<file path="src/hdl/ctat_pkg.sv">
// Package for the calendar tick/alarm timer: widths, reset values, timing constants.
// Assumes a single 100 MHz system clock and an asynchronous active-high reset.
package ctat_pkg;
  // ==========================================
  // Widths
  localparam int CTAT_PRE_W = 6;
  localparam int CTAT_DIV_W = 20;
  localparam int CTAT_CNT_W = 32;
  localparam int CTAT_CYC_W = 16;
  localparam int CTAT_LONG_W = CTAT_PRE_W + CTAT_DIV_W + CTAT_CNT_W;
  // ==========================================
  // Fixed divide-by-64 stage
  localparam logic [CTAT_PRE_W-1:0] CTAT_PRE_LAST = 6'h3f;
  // ==========================================
  // Reset values
  localparam logic [CTAT_DIV_W-1:0] CTAT_DIV_RESET = 20'h00000;
  localparam logic [CTAT_CNT_W-1:0] CTAT_CNT_RESET = 32'h00000000;
  localparam logic [CTAT_CYC_W-1:0] CTAT_CYC_RESET = 16'h0000;
  // ==========================================
  // Oscillation detection: edges needed on the low-power input within a window
  localparam int CTAT_DET_WINDOW_US = 200;
  localparam int CTAT_CLK_MHZ = 100;
  localparam int CTAT_DET_CYCLES = CTAT_DET_WINDOW_US * CTAT_CLK_MHZ;
  localparam logic [3:0] CTAT_DET_EDGES = 4'h4;
  localparam int CTAT_DET_W = 16;
  // ==========================================
  // Clock source
  typedef enum logic {CTAT_SRC_MAIN, CTAT_SRC_LOWPOWER} ctat_src_t;
endpackage : ctat_pkg

</file>
<file path="src/hdl/ctat_osc_detect.sv">
// Detects a running low-power oscillation after reset release.
// Assumes osc_level is already synchronised to clk.
`timescale 1ns/10ps
`default_nettype none
module ctat_osc_detect
  import ctat_pkg::*;
#(
  parameter int DET_CYCLES = CTAT_DET_CYCLES
) (
  input wire logic clk,
  input wire logic reset,
  input wire logic osc_level,
  output logic done,
  output logic present
);
  logic [CTAT_DET_W-1:0] timer;
  logic [3:0] edges;
  logic prev;
  wire rise = osc_level & ~prev;
  wire window_end = (timer == CTAT_DET_W'(DET_CYCLES - 1));
  always_ff @(posedge clk or posedge reset) begin
    if (reset) begin
      timer <= '0;
      edges <= 4'h0;
      prev <= 1'b0;
      done <= 1'b0;
      present <= 1'b0;
    end else begin
      prev <= osc_level;
      if (!done) begin
        timer <= timer + 1'b1;
        if (rise && edges != 4'hf) begin
          edges <= edges + 4'h1;
        end
        if (window_end) begin
          done <= 1'b1;
          present <= (edges >= CTAT_DET_EDGES);
        end
      end
    end
  end
endmodule : ctat_osc_detect
`default_nettype wire

</file>
<file path="src/hdl/ctat_sync.sv">
// Two-flip-flop synchroniser for a level arriving from outside the clock domain.
// Assumes the input may change at any time relative to clk.
`timescale 1ns/10ps
`default_nettype none
module ctat_sync (
  input wire logic clk,
  input wire logic reset,
  input wire logic d,
  output logic q
);
  logic meta;
  always_ff @(posedge clk or posedge reset) begin
    if (reset) begin
      meta <= 1'b0;
      q <= 1'b0;
    end else begin
      meta <= d;
      q <= meta;
    end
  end
endmodule : ctat_sync
`default_nettype wire

</file>
<file path="src/hdl/ctat_top.sv">
// Calendar tick/alarm timer: prescaler, 20-bit reload divider, 32-bit time counter,
// alarm compare, tick and cyclic requests, oscillator control for power-down.
// Assumes the timebase inputs are pin levels sampled on clk; control bits are plain ports
// fed by the register logic on the peripheral bus outside this module.
// Function
// Count from main or low-power oscillator, independent of CPU clock gating.
// After reset, detect low-power oscillation; select it if present, else main.
// A fixed divide-by-64 stage feeds the 20-bit reference divider.
// The 20-bit divider reloads from the prescaler reload value every period.
// The reload value alone sets the length of one basic tick; code: the first tick after reset is 64 edges, as div resets to zero.
// Tick request fires once per basic period when enabled.
// Cyclic request fires after n programmable basic ticks when enabled.
// 32-bit time counter increments per tick and can be preloaded.
// Time counter is compared continuously with the 32-bit alarm value.
// Alarm request raised on equality when alarm request enabled.
// Tick and alarm requests feed the external interrupt source selection.
// With wake configuration set, wake the chip after programmed delay.
// Control bit lets software stop the oscillator in power-down.
// Block disabled and power-down: stop both oscillators.
// Low-power source: power-down always stops main oscillator; counter per config.
// Main source, block enabled: main oscillator stays on in power-down; code keeps it on only while osc_stop_in_powerdown is clear.
// Prescaler, divider and counter readable together as one 58-bit timer.
// Registers are reached only through the on-chip peripheral bus.
// Alarm evaluated once per counter update, one request per match.
`timescale 1ns/10ps
`default_nettype none
module ctat_top
  import ctat_pkg::*;
#(
  parameter int DET_CYCLES = CTAT_DET_CYCLES
) (
  input wire logic clk,
  input wire logic reset,
  input wire logic main_osc_input,
  input wire logic lowpower_osc_input,
  // Control bits come from the bus register logic outside this block; see
  input wire logic enable,
  input wire logic powerdown,
  input wire logic osc_stop_in_powerdown,
  input wire logic powerdown_wake_config,
  input wire logic tick_irq_enable,
  input wire logic alarm_irq_enable,
  input wire logic cyclic_irq_enable,
  input wire logic [CTAT_DIV_W-1:0] tick_prescaler_reload,
  input wire logic [CTAT_CYC_W-1:0] cyclic_count,
  input wire logic counter_load,
  input wire logic [CTAT_CNT_W-1:0] counter_load_value,
  input wire logic [CTAT_CNT_W-1:0] alarm_value,
  output logic tick_irq_request,
  output logic alarm_irq_request,
  output logic cyclic_irq_request,
  output logic powerdown_wake,
  output logic main_osc_on,
  output logic lowpower_osc_on,
  output logic source_lowpower,
  output logic source_valid,
  output logic [CTAT_LONG_W-1:0] long_timer
);
  // ==========================================
  // Timebase inputs
  logic main_s;
  logic lp_s;
  logic base_prev;
  logic det_done;
  logic det_present;
  ctat_src_t src;

  ctat_sync u_sync_main (
    .clk(clk),
    .reset(reset),
    .d(main_osc_input),
    .q(main_s)
  );

  ctat_sync u_sync_lp (
    .clk(clk),
    .reset(reset),
    .d(lowpower_osc_input),
    .q(lp_s)
  );

  ctat_osc_detect #(
    .DET_CYCLES(DET_CYCLES)
  ) u_detect (
    .clk(clk),
    .reset(reset),
    .osc_level(lp_s),
    .done(det_done),
    .present(det_present)
  );

  function automatic logic is_lowpower(input ctat_src_t s);
    return s == CTAT_SRC_LOWPOWER;
  endfunction : is_lowpower

  // ==========================================
  // Source selection
  logic det_done_q;
  ctat_src_t next_src;
  wire det_done_rise = det_done & ~det_done_q;
  wire src_is_lowpower = is_lowpower(src);
  wire src_is_main = ~src_is_lowpower;
  assign next_src = det_present ? CTAT_SRC_LOWPOWER : CTAT_SRC_MAIN;

  // Source chosen once per reset, at the end of the detection window
  always_ff @(posedge clk or posedge reset) begin
    if (reset) begin
      src <= CTAT_SRC_MAIN;
    end else if (det_done_rise) begin
      src <= next_src;
    end
  end

  always_ff @(posedge clk or posedge reset) begin
    if (reset) begin
      det_done_q <= 1'b0;
    end else begin
      det_done_q <= det_done;
    end
  end

  // ==========================================
  // Selected timebase
  // Edge of the selected oscillator; not gated by any CPU clock enable
  wire base_level = src_is_lowpower ? lp_s : main_s;
  wire base_edge = base_level & ~base_prev;

  // Counting starts a cycle after the source switch, so the switch itself
  // cannot pass for an edge of the newly selected oscillator
  wire counter_stopped = powerdown & osc_stop_in_powerdown; // see
  wire run = enable & source_valid & ~counter_stopped;

  always_ff @(posedge clk or posedge reset) begin
    if (reset) begin
      base_prev <= 1'b0;
    end else begin
      base_prev <= base_level;
    end
  end

  // ==========================================
  // Divider chain
  logic [CTAT_PRE_W-1:0] pre;
  logic [CTAT_DIV_W-1:0] div;
  logic [CTAT_CNT_W-1:0] count;
  logic [CTAT_CYC_W-1:0] cyc;

  wire pre_wrap = run & base_edge & (pre == CTAT_PRE_LAST);
  wire div_end = pre_wrap & (div == CTAT_DIV_RESET);
  wire cyc_end = div_end & (cyc == CTAT_CYC_RESET);
  wire [CTAT_CNT_W-1:0] next_count = counter_load ? counter_load_value
                                     : (div_end ? count + 1'b1 : count);
  wire count_updated = counter_load | div_end;
  wire alarm_match = (next_count == alarm_value);

  wire [CTAT_DIV_W-1:0] next_div = div_end ? tick_prescaler_reload : div - 1'b1;
  wire [CTAT_CYC_W-1:0] next_cyc = cyc_end ? cyclic_count : cyc - 1'b1;

  always_ff @(posedge clk or posedge reset) begin
    if (reset) begin
      pre <= '0;
    end else if (run & base_edge) begin
      pre <= pre + 1'b1;
    end
  end

  // Reload value sets the tick period: reload+1 prescaled clocks
  always_ff @(posedge clk or posedge reset) begin
    if (reset) begin
      div <= CTAT_DIV_RESET;
    end else if (pre_wrap) begin
      div <= next_div; // see
    end
  end

  always_ff @(posedge clk or posedge reset) begin
    if (reset) begin
      count <= CTAT_CNT_RESET;
    end else begin
      count <= next_count;
    end
  end

  // A cyclic count of n gives one cyclic event every n+1 ticks
  always_ff @(posedge clk or posedge reset) begin
    if (reset) begin
      cyc <= CTAT_CYC_RESET;
    end else if (div_end) begin
      cyc <= next_cyc;
    end
  end

  // ==========================================
  // Requests and oscillator control
  wire alarm_event = count_updated & alarm_match & alarm_irq_enable; // see
  wire cyclic_event = cyc_end & cyclic_irq_enable;
  wire wake_event = powerdown & powerdown_wake_config & (cyclic_event | alarm_event);
  // Low-power source: main always off in power-down; main source keeps it if enabled and osc_stop_in_powerdown is clear
  wire next_main_osc_on = ~powerdown | (src_is_main & enable & ~osc_stop_in_powerdown);
  wire next_lowpower_osc_on = ~powerdown | (src_is_lowpower & enable & ~osc_stop_in_powerdown);

  // One-cycle pulses for the port-2 external interrupt selection
  always_ff @(posedge clk or posedge reset) begin
    if (reset) begin
      tick_irq_request <= 1'b0;
      alarm_irq_request <= 1'b0;
      cyclic_irq_request <= 1'b0;
    end else begin
      tick_irq_request <= div_end & tick_irq_enable; // see
      alarm_irq_request <= alarm_event; // see see
      cyclic_irq_request <= cyclic_event;
    end
  end

  // Wake delay is the cyclic or alarm event; no separate delay counter
  always_ff @(posedge clk or posedge reset) begin
    if (reset) begin
      powerdown_wake <= 1'b0;
    end else begin
      powerdown_wake <= wake_event;
    end
  end

  // Oscillators reset to on, so detection always has a running clock to look at
  always_ff @(posedge clk or posedge reset) begin
    if (reset) begin
      main_osc_on <= 1'b1;
      lowpower_osc_on <= 1'b1;
    end else begin
      main_osc_on <= next_main_osc_on; // see see
      lowpower_osc_on <= next_lowpower_osc_on; // see
    end
  end

  always_ff @(posedge clk or posedge reset) begin
    if (reset) begin
      source_lowpower <= 1'b0;
      source_valid <= 1'b0;
      long_timer <= '0;
    end else begin
      source_lowpower <= src_is_lowpower;
      source_valid <= det_done_q;
      long_timer <= {count, div, pre};
    end
  end

  // ==========================================
  // Checks
  AST_TICK_ONLY_ENABLED: assert property (@(posedge clk) disable iff (reset)
    tick_irq_request |-> $past(tick_irq_enable))
    else $error("tick request while disabled");
  AST_COUNT_INC: assert property (@(posedge clk) disable iff (reset)
    (div_end & ~counter_load) |=> count == $past(count) + 32'h1)
    else $error("time counter did not step on tick");
  AST_COUNT_LOAD: assert property (@(posedge clk) disable iff (reset)
    counter_load |=> count == $past(counter_load_value))
    else $error("preload lost");
  AST_RELOAD: assert property (@(posedge clk) disable iff (reset)
    div_end |=> div == $past(tick_prescaler_reload))
    else $error("divider not reloaded");
  AST_ALARM: assert property (@(posedge clk) disable iff (reset)
    (count_updated & alarm_match & alarm_irq_enable) |=> alarm_irq_request ##1 !alarm_irq_request)
    else $error("alarm request wrong");
  AST_ALARM_ONCE: assert property (@(posedge clk) disable iff (reset)
    alarm_irq_request |-> $past(count_updated))
    else $error("alarm repeated without update");
  AST_PRE_STEP: assert property (@(posedge clk) disable iff (reset)
    (div != $past(div)) |-> $past(pre) == CTAT_PRE_LAST)
    else $error("divider moved off prescaler wrap");
  AST_MAIN_OFF_LP: assert property (@(posedge clk) disable iff (reset)
    (powerdown & src == CTAT_SRC_LOWPOWER) |=> !main_osc_on)
    else $error("main oscillator left on");
  AST_ALL_OFF: assert property (@(posedge clk) disable iff (reset)
    (powerdown & ~enable) |=> !main_osc_on && !lowpower_osc_on)
    else $error("oscillator on while disabled in power-down");
  AST_MAIN_KEPT: assert property (@(posedge clk) disable iff (reset)
    (powerdown & enable & ~osc_stop_in_powerdown & src == CTAT_SRC_MAIN) |=> main_osc_on)
    else $error("main oscillator stopped");
  AST_CYCLIC_ONLY_ENABLED: assert property (@(posedge clk) disable iff (reset)
    cyclic_irq_request |-> $past(cyclic_irq_enable))
    else $error("cyclic request while disabled");
  AST_ALARM_ONLY_ENABLED: assert property (@(posedge clk) disable iff (reset)
    alarm_irq_request |-> $past(alarm_irq_enable))
    else $error("alarm request while disabled");
  AST_ALARM_EQUAL: assert property (@(posedge clk) disable iff (reset)
    alarm_irq_request |-> count == $past(alarm_value))
    else $error("alarm request without match");
  AST_WAKE_CONFIG: assert property (@(posedge clk) disable iff (reset)
    powerdown_wake |-> $past(powerdown & powerdown_wake_config))
    else $error("wake without power-down wake setting");
  AST_WAKE_EVENT: assert property (@(posedge clk) disable iff (reset)
    powerdown_wake |-> (cyclic_irq_request | alarm_irq_request))
    else $error("wake without cyclic or alarm event");
  AST_HOLD_STOPPED: assert property (@(posedge clk) disable iff (reset)
    (powerdown & osc_stop_in_powerdown) |=> pre == $past(pre))
    else $error("prescaler moved while stopped");
  AST_HOLD_DISABLED: assert property (@(posedge clk) disable iff (reset)
    ~enable |=> pre == $past(pre) && div == $past(div))
    else $error("divider chain moved while disabled");
  AST_SOURCE_HELD: assert property (@(posedge clk) disable iff (reset)
    $past(source_valid) |-> $stable(source_lowpower))
    else $error("source changed after detection");
  AST_TICK_AFTER_DETECT: assert property (@(posedge clk) disable iff (reset)
    tick_irq_request |-> $past(source_valid))
    else $error("tick before source detection done");
endmodule : ctat_top
`default_nettype wire

</file>
<file path="config.mk">
export PLATFORM = sky130hd
export DESIGN_NAME = ctat_top
export DESIGN_NICKNAME = d
export VERILOG_FILES = /design/src/hdl/ctat_pkg.sv /design/src/hdl/ctat_osc_detect.sv /design/src/hdl/ctat_sync.sv /design/src/hdl/ctat_top.sv
export SDC_FILE = /design/constraint.sdc
export NUM_CORES = 1
export LEC_CHECK = 0
export BUFFER_PORTS_ARGS = -buffer_cell sky130_fd_sc_hd__buf_2
export CAP_MARGIN = 25
export CORE_MARGIN = 3
export CORE_UTILIZATION = 55
export DETAILED_ROUTE_END_ITERATION = 10
export GPL_ROUTABILITY_DRIVEN = 0
export PLACE_DENSITY = 0.8
export SLEW_MARGIN = 10
export SYNTH_ARGS = -nofsm -noshare
export SYNTH_HDL_FRONTEND = slang
export SYNTH_SLANG_ARGS = --single-unit
export TNS_END_PERCENT = 50
</file>
<file path="constraint.sdc">
create_clock -name clk -period 6.02 [get_ports clk]
set_input_delay 0.602 -clock clk [delete_from_list [all_inputs] [get_ports clk]]
set_output_delay 0.602 -clock clk [all_outputs]
set_load 0.005 [all_outputs]
</file>
==> summary by stage, run 1 <==
Worst setup path
The arrival time reported for the critical path endpoint is 4.29 ns. Counting cells, the worst reg-to-reg path comes to 12. The worst reg2reg path startpoint is div[0]$_DFFE_PP0P_. The critical path endpoint category is a flip-flop. In this run the critical register-to-register path is captured at powerdown_wake$_DFF_PP0_. The maximum net fanout on the critical path is 22. The critical path class is flip-flop to flip-flop. Data on the critical path is required at its endpoint by 6.39 ns. The register-to-register path setup slack is 2.10 ns.

The category of the worst setup path launch point is a flip-flop.

Global routing
Entering global routing, the biggest net connects 117 pins. The via count of the first global-routing pass is 7164. The first global-routing pass estimated 37200 um of wire. The number of antenna violations at the first check in global routing came to 4. The residual overflow from global routing is 0. The global-route usage over all layers is 0.283.

Final layout
After the last flow step, the layout net total stands at 1163. The cell area after layout is 10200 sq um. For this run, the share of the core covered by cells in the final layout is 0.669. Leaving out filler cells and counting taps, the final layout contains 1271.

The count of fill cells added during filler insertion is 1211. The share of layout cells above drive strength 1 is 0.240. The combined flip-flop and latch cell area is 4260 sq um.

Summing all multi-input logic gate instances after layout gives 4000 sq um. From synthesis to final layout, the design area changed by 18.8%.

Synth
The number of nets handed over by synthesis was 998. Synthesis instantiated 78 different standard cells from the library. The cell accounting for the most synthesized area is sky130_fd_sc_hd__dfrtp_1. The number of enable flip-flop cells after synthesis is 0.

By area the synthesized netlist is led by sky130_fd_sc_hd__dfrtp_1, sky130_fd_sc_hd__xnor2_1, sky130_fd_sc_hd__nor2_1. The post-synthesis cell area is 8580 sq um. Synthesis produced a netlist whose cell count is 879. The total number of yosys warnings is 0. The prevailing post-synth register cell is sky130_fd_sc_hd__dfrtp_1.

The async set-reset flop share out of synthesis is 1.00. The synthesized design contains 170 register bits. The share of synthesized area in the top cell type comes to 0.490. The share of the Yosys chip area taken by registers is 0.496.

The average cell area after synthesis is 9.77 sq um.

Drt
The number of antenna-violating nets in the routed design is 0. The average vias per placed instance is 5.99. After the first detailed-routing iteration, the DRC count stood at 845. The number of remaining DRC errors is 0. For this block, the via count after detailed routing is 7615. Dividing the detail-routed wire length by the instance count gives 18.8 um. After detailed routing, the total wire length is 23900 um. The count of TritonRoute iterations in the first routing pass is 5.

Clock network
The H-tree was split into 4 levels. The number of gates resized after CTS was 0. CTS saw 170 sinks. In this run the post-CTS setup repair buffer count came out at 0. The number of buffers created by CTS is 17. The worst-case clock buffer depth is 2. The clock tree root driver cell is sky130_fd_sc_hd__clkbuf_16.

Clock-pin slew was measured on the worst setup and hold paths at 0.07 ns. The quantity of hold-fixing buffers added after cts is 0. TritonCTS built the clock tree.

For the worst-skew pair, the clock arrives at the later sink with an insertion delay of 0.43 ns.

Placement
Input and output buffers added on the ports amount to 177. The count of placed standard cells including taps is 1235. In this run the cell area measured after placement is 9580 sq um. Prior to clock tree synthesis, the placed netlist has a worst setup slack of 2.20 ns. After legalization and detailed placement, the total HPWL measured 17300 um.

STA
The clock tree skew after final layout is 0.0120 ns. The max-slew violation total from the final report is 0. The setup TNS is 0 ns. Static timing analysis puts the maximum clock frequency at 255 MHz. Setup repair after global routing left no endpoint under its margin. The tightest slew margin relative to the limit is 0.361.

The tightest hold path in the finished design has a slack of 0.229 ns. The final critical delay including setup and external delays is 3.92 ns. Dividing the final minimum period by the clock period gives 0.651.

The hold violation total from the final report is 0. Setup violations remaining at the end of the flow were counted as 0. At the pin with the least slew margin, the transition time is 0.956 ns.

Once routing completed, OpenROAD measured the worst setup slack at 2.10 ns.

Worst hold path
The min-delay analysis places its worst path in the category input port to asynchronous set/reset pin.

Floorplan
The site row count is 45. The placeable core region is 15300 sq um. The vertical die dimension is 131 um. The floorplan step defined a die boundary enclosing 17100 sq um. For this configuration, the core starts out at a cell density of 0.563. The width of the die is 131 um.

During I/O placement, the number of pins put on the boundary was 178.

Pwr
IR analysis of the VDD net gives a maximum drop of 187 uV. The post-route total power is 2.62 mW. The leakage power of the design is 4.62 nW.

Dividing total power by cell area gives a power density of 257 nW/um^2.

Flow run
Across the run, the number of max-cap violations was 0.

Run status
The run finished with clean final reports.
[per-layer routing]
layer  up-vias  track usage  routed length (um)
li1       3490            -                   -
met1      3610        0.386                9660
met2       446        0.433               11000
met3        67       0.0659                2390
met4         2        0.129                 840
met5         -            0                  12
[flip-flops by register name, indices dropped and copies added (netlist names), 4 cells and up]
register / cells
count: 32
cyc: 16
div: 20
long_timer: 58
pre: 6
u_detect.edges: 4
u_detect.timer: 16
[layout make-up]
type                    count  area share
multi-input cells         638       0.392
repair buffers            184      0.0939
flip-flops and latches    170       0.417
inverters                  33      0.0126
well taps                 211      0.0259
diodes                      3    0.000736
clock inverters            13      0.0139
clock buffers              19      0.0434
[synthesized netlist by cell type (all sizes together), types with 26 or more instances]
library cell and count:
nor2 85, o21ai 54, inv 33, nand3 30
dfrtp 168, a21oi 51, nand4 26, nor3 34
nand2 78, xor2 30, xnor2 51
[kinds of logic after synthesis]
logic type / synth area share
AOI/OAI and AO/OA: 0.131
adders and majority gates: 0.0102
xor gates and xnor gates: 0.0853
buffers and inverters: 0.0389
DFF: 0.496
muxes: 0.0168
and+or+nand+nor: 0.222
[cells in the final DEF, fill, tap and decap left out, types with 6 or more instances in the layout]
cell and n:
sky130_fd_sc_hd__nand3_1 28, sky130_fd_sc_hd__nor3_1 33, sky130_fd_sc_hd__xnor2_1 51, sky130_fd_sc_hd__buf_4 6, sky130_fd_sc_hd__o21ai_0 53, sky130_fd_sc_hd__clkbuf_16 17
sky130_fd_sc_hd__o211ai_1 6, sky130_fd_sc_hd__nand2b_1 8, sky130_fd_sc_hd__ha_1 7, sky130_fd_sc_hd__nor2b_1 6, sky130_fd_sc_hd__a31oi_1 8, sky130_fd_sc_hd__inv_1 31
sky130_fd_sc_hd__or3_1 11, sky130_fd_sc_hd__xor2_1 30, sky130_fd_sc_hd__o22ai_1 10, sky130_fd_sc_hd__a21oi_1 51, sky130_fd_sc_hd__buf_2 177, sky130_fd_sc_hd__or2_2 6
sky130_fd_sc_hd__mux2_2 11, sky130_fd_sc_hd__or4_1 10, sky130_fd_sc_hd__nand2_1 78, sky130_fd_sc_hd__nand4_1 24, sky130_fd_sc_hd__o31ai_1 14, sky130_fd_sc_hd__dfrtp_1 168
sky130_fd_sc_hd__and3_1 15, sky130_fd_sc_hd__nor4_1 14, sky130_fd_sc_hd__nor2_1 84
[how the worst max path moves through the flow]
stage	slack, ns	to	cells after the start	start
2_1_floorplan	0.82	alarm_irq_request$_DFF_PP0_	1	reset
3_3_place_gp	2.28	powerdown_wake$_DFF_PP0_	12	div[0]$_DFFE_PP0P_
3_5_place_dp	2.20	powerdown_wake$_DFF_PP0_	12	div[0]$_DFFE_PP0P_
4_1_cts	2.18	powerdown_wake$_DFF_PP0_	12	div[0]$_DFFE_PP0P_
5_1_grt	1.89	powerdown_wake$_DFF_PP0_	13	div[0]$_DFFE_PP0P_
6_report	2.10	powerdown_wake$_DFF_PP0_	12	div[0]$_DFFE_PP0P_
[worst max-delay path, cell delays in order, from the launching register on]
cell	delay, ns
sky130_fd_sc_hd__dfrtp_1	0.39
sky130_fd_sc_hd__inv_1	0.13
sky130_fd_sc_hd__ha_1	0.19
sky130_fd_sc_hd__nor4b_1	0.32
sky130_fd_sc_hd__and4b_1	0.43
sky130_fd_sc_hd__and4_4	0.50
sky130_fd_sc_hd__nand4_1	0.23
sky130_fd_sc_hd__xor2_1	0.20
sky130_fd_sc_hd__a221oi_1	0.35
sky130_fd_sc_hd__o211ai_1	0.13
sky130_fd_sc_hd__or3_1	0.43
sky130_fd_sc_hd__nor4_2	0.36
sky130_fd_sc_hd__o211a_1	0.20
[power breakdown]
part | internal (mW) | switching [mW]
registers | 1.20 | 0.0618
clock network | 0.625 | 0.460
logic | 0.123 | 0.152
(Power assumes the default switching activity.)
==> inputs of run 2 (changes only) <==
CORE_UTILIZATION = 50   (was 55)
PLACE_DENSITY = 0.77   (was 0.8)
clock period = 3.3 ns   (was 6.02 ns; I/O delays follow)
==> summary by stage, run 2 (synthesis gave the netlist of run 1 again) <==
Run status
The flow ran to the end, and the final reports show no timing, DRC or antenna violations.

Floorplan
The die is 137 um wide. The vertical die dimension is 137 um. The effective utilization at floorplan is 0.514. The die outline area is 18800 sq um. The floorplan has 47 rows.

The placeable core region is 16700 sq um. 178 I/O pins were placed.

STA
Timing would allow up to 307 MHz. The part of the cycle the worst path needs is 0.986. The tightest slew margin relative to the limit is 0.382. The slack of the critical path is 0.0478 ns.

Setup repair after global routing could not meet its margin everywhere. The final critical delay including setup and external delays is 3.25 ns. The hold violation total from the final report is 0. The number of endpoints failing setup at the final stage is 0.

In the final timing run, aggregate negative setup slack is 0 ns. For the final database, setup skew stands at 0.0109 ns. For the pin with the worst max-slew slack, the measured transition is 0.927 ns. The max-slew violation total from the final report came to 0.

Clock network
The number of buffers created by CTS is 17. The latest clock arrival within the worst-skew pair is 0.44 ns. The clock sink count is 170. The clock tree root driver cell is sky130_fd_sc_hd__clkbuf_16. CTS built an H-tree with a depth of 4. The CTS tree is done.

No sink is reached through more buffers than the 2 on the longest clock path. The clock-pin slew reported for the worst setup and hold paths after clock tree synthesis is 0.07 ns.

Drt
In the final routed layout, each cell accounts on average for 19.2 um. After the first detailed-routing iteration, the DRC count stood at 963. The first detailed-routing pass ran for 8 iterations.

The number of remaining DRC errors is 0. The detailed router placed 8035 vias in this run. Once detail routing completed, the nets flagged for antenna violations numbered 0. The average vias per placed instance is 5.93. The sum of routed wire length over all layers is 26000 um.

Worst setup path
The start point of the critical path is div[0]$_DFFE_PP0P_. The register-to-register path setup slack is 0.05 ns. The logic depth of the worst register-to-register path is 15. At the worst endpoint, the required time is 3.68 ns. The end point of the critical path is powerdown_wake$_DFF_PP0_. The maximum net fanout on the critical path is 4. The endpoint identified for the worst register-to-register timing path is powerdown_wake$_DFF_PP0_. STA classifies the critical path startpoint as a flip-flop. The startpoint identified for the worst register-to-register timing path is div[0]$_DFFE_PP0P_. Data arrives at the worst endpoint at 3.63 ns. The critical path class is flip-flop to flip-flop. The worst setup path is captured at a flip-flop.

Global routing
The residual overflow from global routing is 0. The global-route usage over all layers is 0.281. The via count of the first global-routing pass came to 7666.

The number of antenna violations at the first check in global routing was 3. The first global-routing pass estimated 40400 um of wire. Entering global routing, the biggest net connects 169 pins.

Placement
The post-placement setup slack is -0.143 ns. The cell area after placement is 10100 sq um. Port buffering added 177 buffers. The wire-length estimate of the detail-placed layout is 19100 um. The count of placed standard cells including taps is 1307.

Final layout
The end-of-flow core utilization is 0.659. The share of layout cells above drive strength 1 is 0.312. The area growth from synthesis to final layout is 28.2%. The library cells used most frequently in the layout, excluding fill and tap cells, are sky130_fd_sc_hd__buf_2, sky130_fd_sc_hd__dfrtp_1, sky130_fd_sc_hd__nor2_1, sky130_fd_sc_hd__nand2_1, sky130_fd_sc_hd__buf_4. The most common cell after layout, fill and taps aside is sky130_fd_sc_hd__buf_2. In the final layout, the registers with the most flip-flops are long_timer: 58 flops, count: 32 flops, div: 20 flops. More flip-flops sit in one register than any other, and that register is long_timer.

The count of fill cells added during filler insertion is 1298. The flip-flop count of the largest register after layout is 58. The combined flip-flop and latch cell area is 4260 sq um. The multi-input gate area in the final layout is 4210 sq um.

The number of non-filler instances in the completed layout is 1355. After routing the design area is 11000 sq um. The net count of the finished layout is 1238.

Flow run
The number of max-cap violations is 0.

Pwr
Summed over all cells, the static leakage comes to 5.01 nW. The maximum vdd drop is 379 uV. The total power per unit cell area is 440 nW/um^2.

Worst hold path
The type of the tightest min-delay check is input port to flip-flop.
run 2: worst min path at each step:
stage,end,start,depth (start not counted),slack [ns]
2_1_floorplan,u_sync_lp.q$_DFF_PP0_,u_sync_lp.meta$_DFF_PP0_,0,0.33
3_3_place_gp,long_timer[24]$_DFF_PP0_,reset,2,0.22
3_5_place_dp,long_timer[23]$_DFF_PP0_,reset,2,0.22
4_1_cts,main_osc_on$_DFF_PP1_,powerdown,2,0.1
5_1_grt,main_osc_on$_DFF_PP1_,powerdown,2,0.11
6_report,cyc[10]$_DFFE_PP0N_,cyclic_count[10],3,0.11
run 2: report_power, final:
group | internal, mW | switching (mW) | leakage, nW
clock | 1.14 | 0.818 | 0.279
sequential | 2.19 | 0.0886 | 2.15
combinational | 0.264 | 0.337 | 2.57
total | 3.60 | 1.24 | 5.01
run 2: routing by layer:
metal	part of all wire	track usage	vias to the layer above
met4	0.039	0.118	4
met3	0.11	0.0893	103
met5	0.0010	0	-
met2	0.45	0.429	497
met1	0.39	0.369	3779
li1	-	-	3652
run 2: layout make-up:
type,count,area share
multi-input cells,638,0.383
flip-flops and latches,170,0.387
repair buffers,259,0.140
well taps,220,0.0250
diodes,3,0.000682
clock buffers,24,0.0456
inverters,33,0.0116
clock inverters,8,0.00762
run 2: through the flow:
step                      hold WS (ns)  power (mW)
final                            0.114        4.84
after global routing             0.112        5.02
after CTS                       0.0960        4.84
after detailed placement         0.221        2.87
after global placement           0.216        2.86
after floorplan                  0.331        2.60
run 2: worst max-delay path, stage by stage (launching register included):
cell and delay, ns:
sky130_fd_sc_hd__dfrtp_1 0.39, sky130_fd_sc_hd__inv_2 0.08, sky130_fd_sc_hd__ha_4 0.13, sky130_fd_sc_hd__nor4b_4 0.21, sky130_fd_sc_hd__and4b_2 0.30, sky130_fd_sc_hd__buf_4 0.11, sky130_fd_sc_hd__nand4_1 0.09, sky130_fd_sc_hd__buf_6 0.17
sky130_fd_sc_hd__buf_4 0.15, sky130_fd_sc_hd__nor3_2 0.22, sky130_fd_sc_hd__xor2_1 0.23, sky130_fd_sc_hd__nor3_1 0.10, sky130_fd_sc_hd__a2111oi_2 0.37, sky130_fd_sc_hd__o221ai_2 0.18, sky130_fd_sc_hd__nor4_4 0.30, sky130_fd_sc_hd__o211a_1 0.17
run 2: repair_timing:
action                                  CTS  global route
endpoints found under the setup margin    2             2
pin swaps                                 7            20
hold buffers                              3             0
gates resized for setup                   9            34
setup buffers                             1             9
hold endpoints to repair                  4             0
cloned                                    0             0
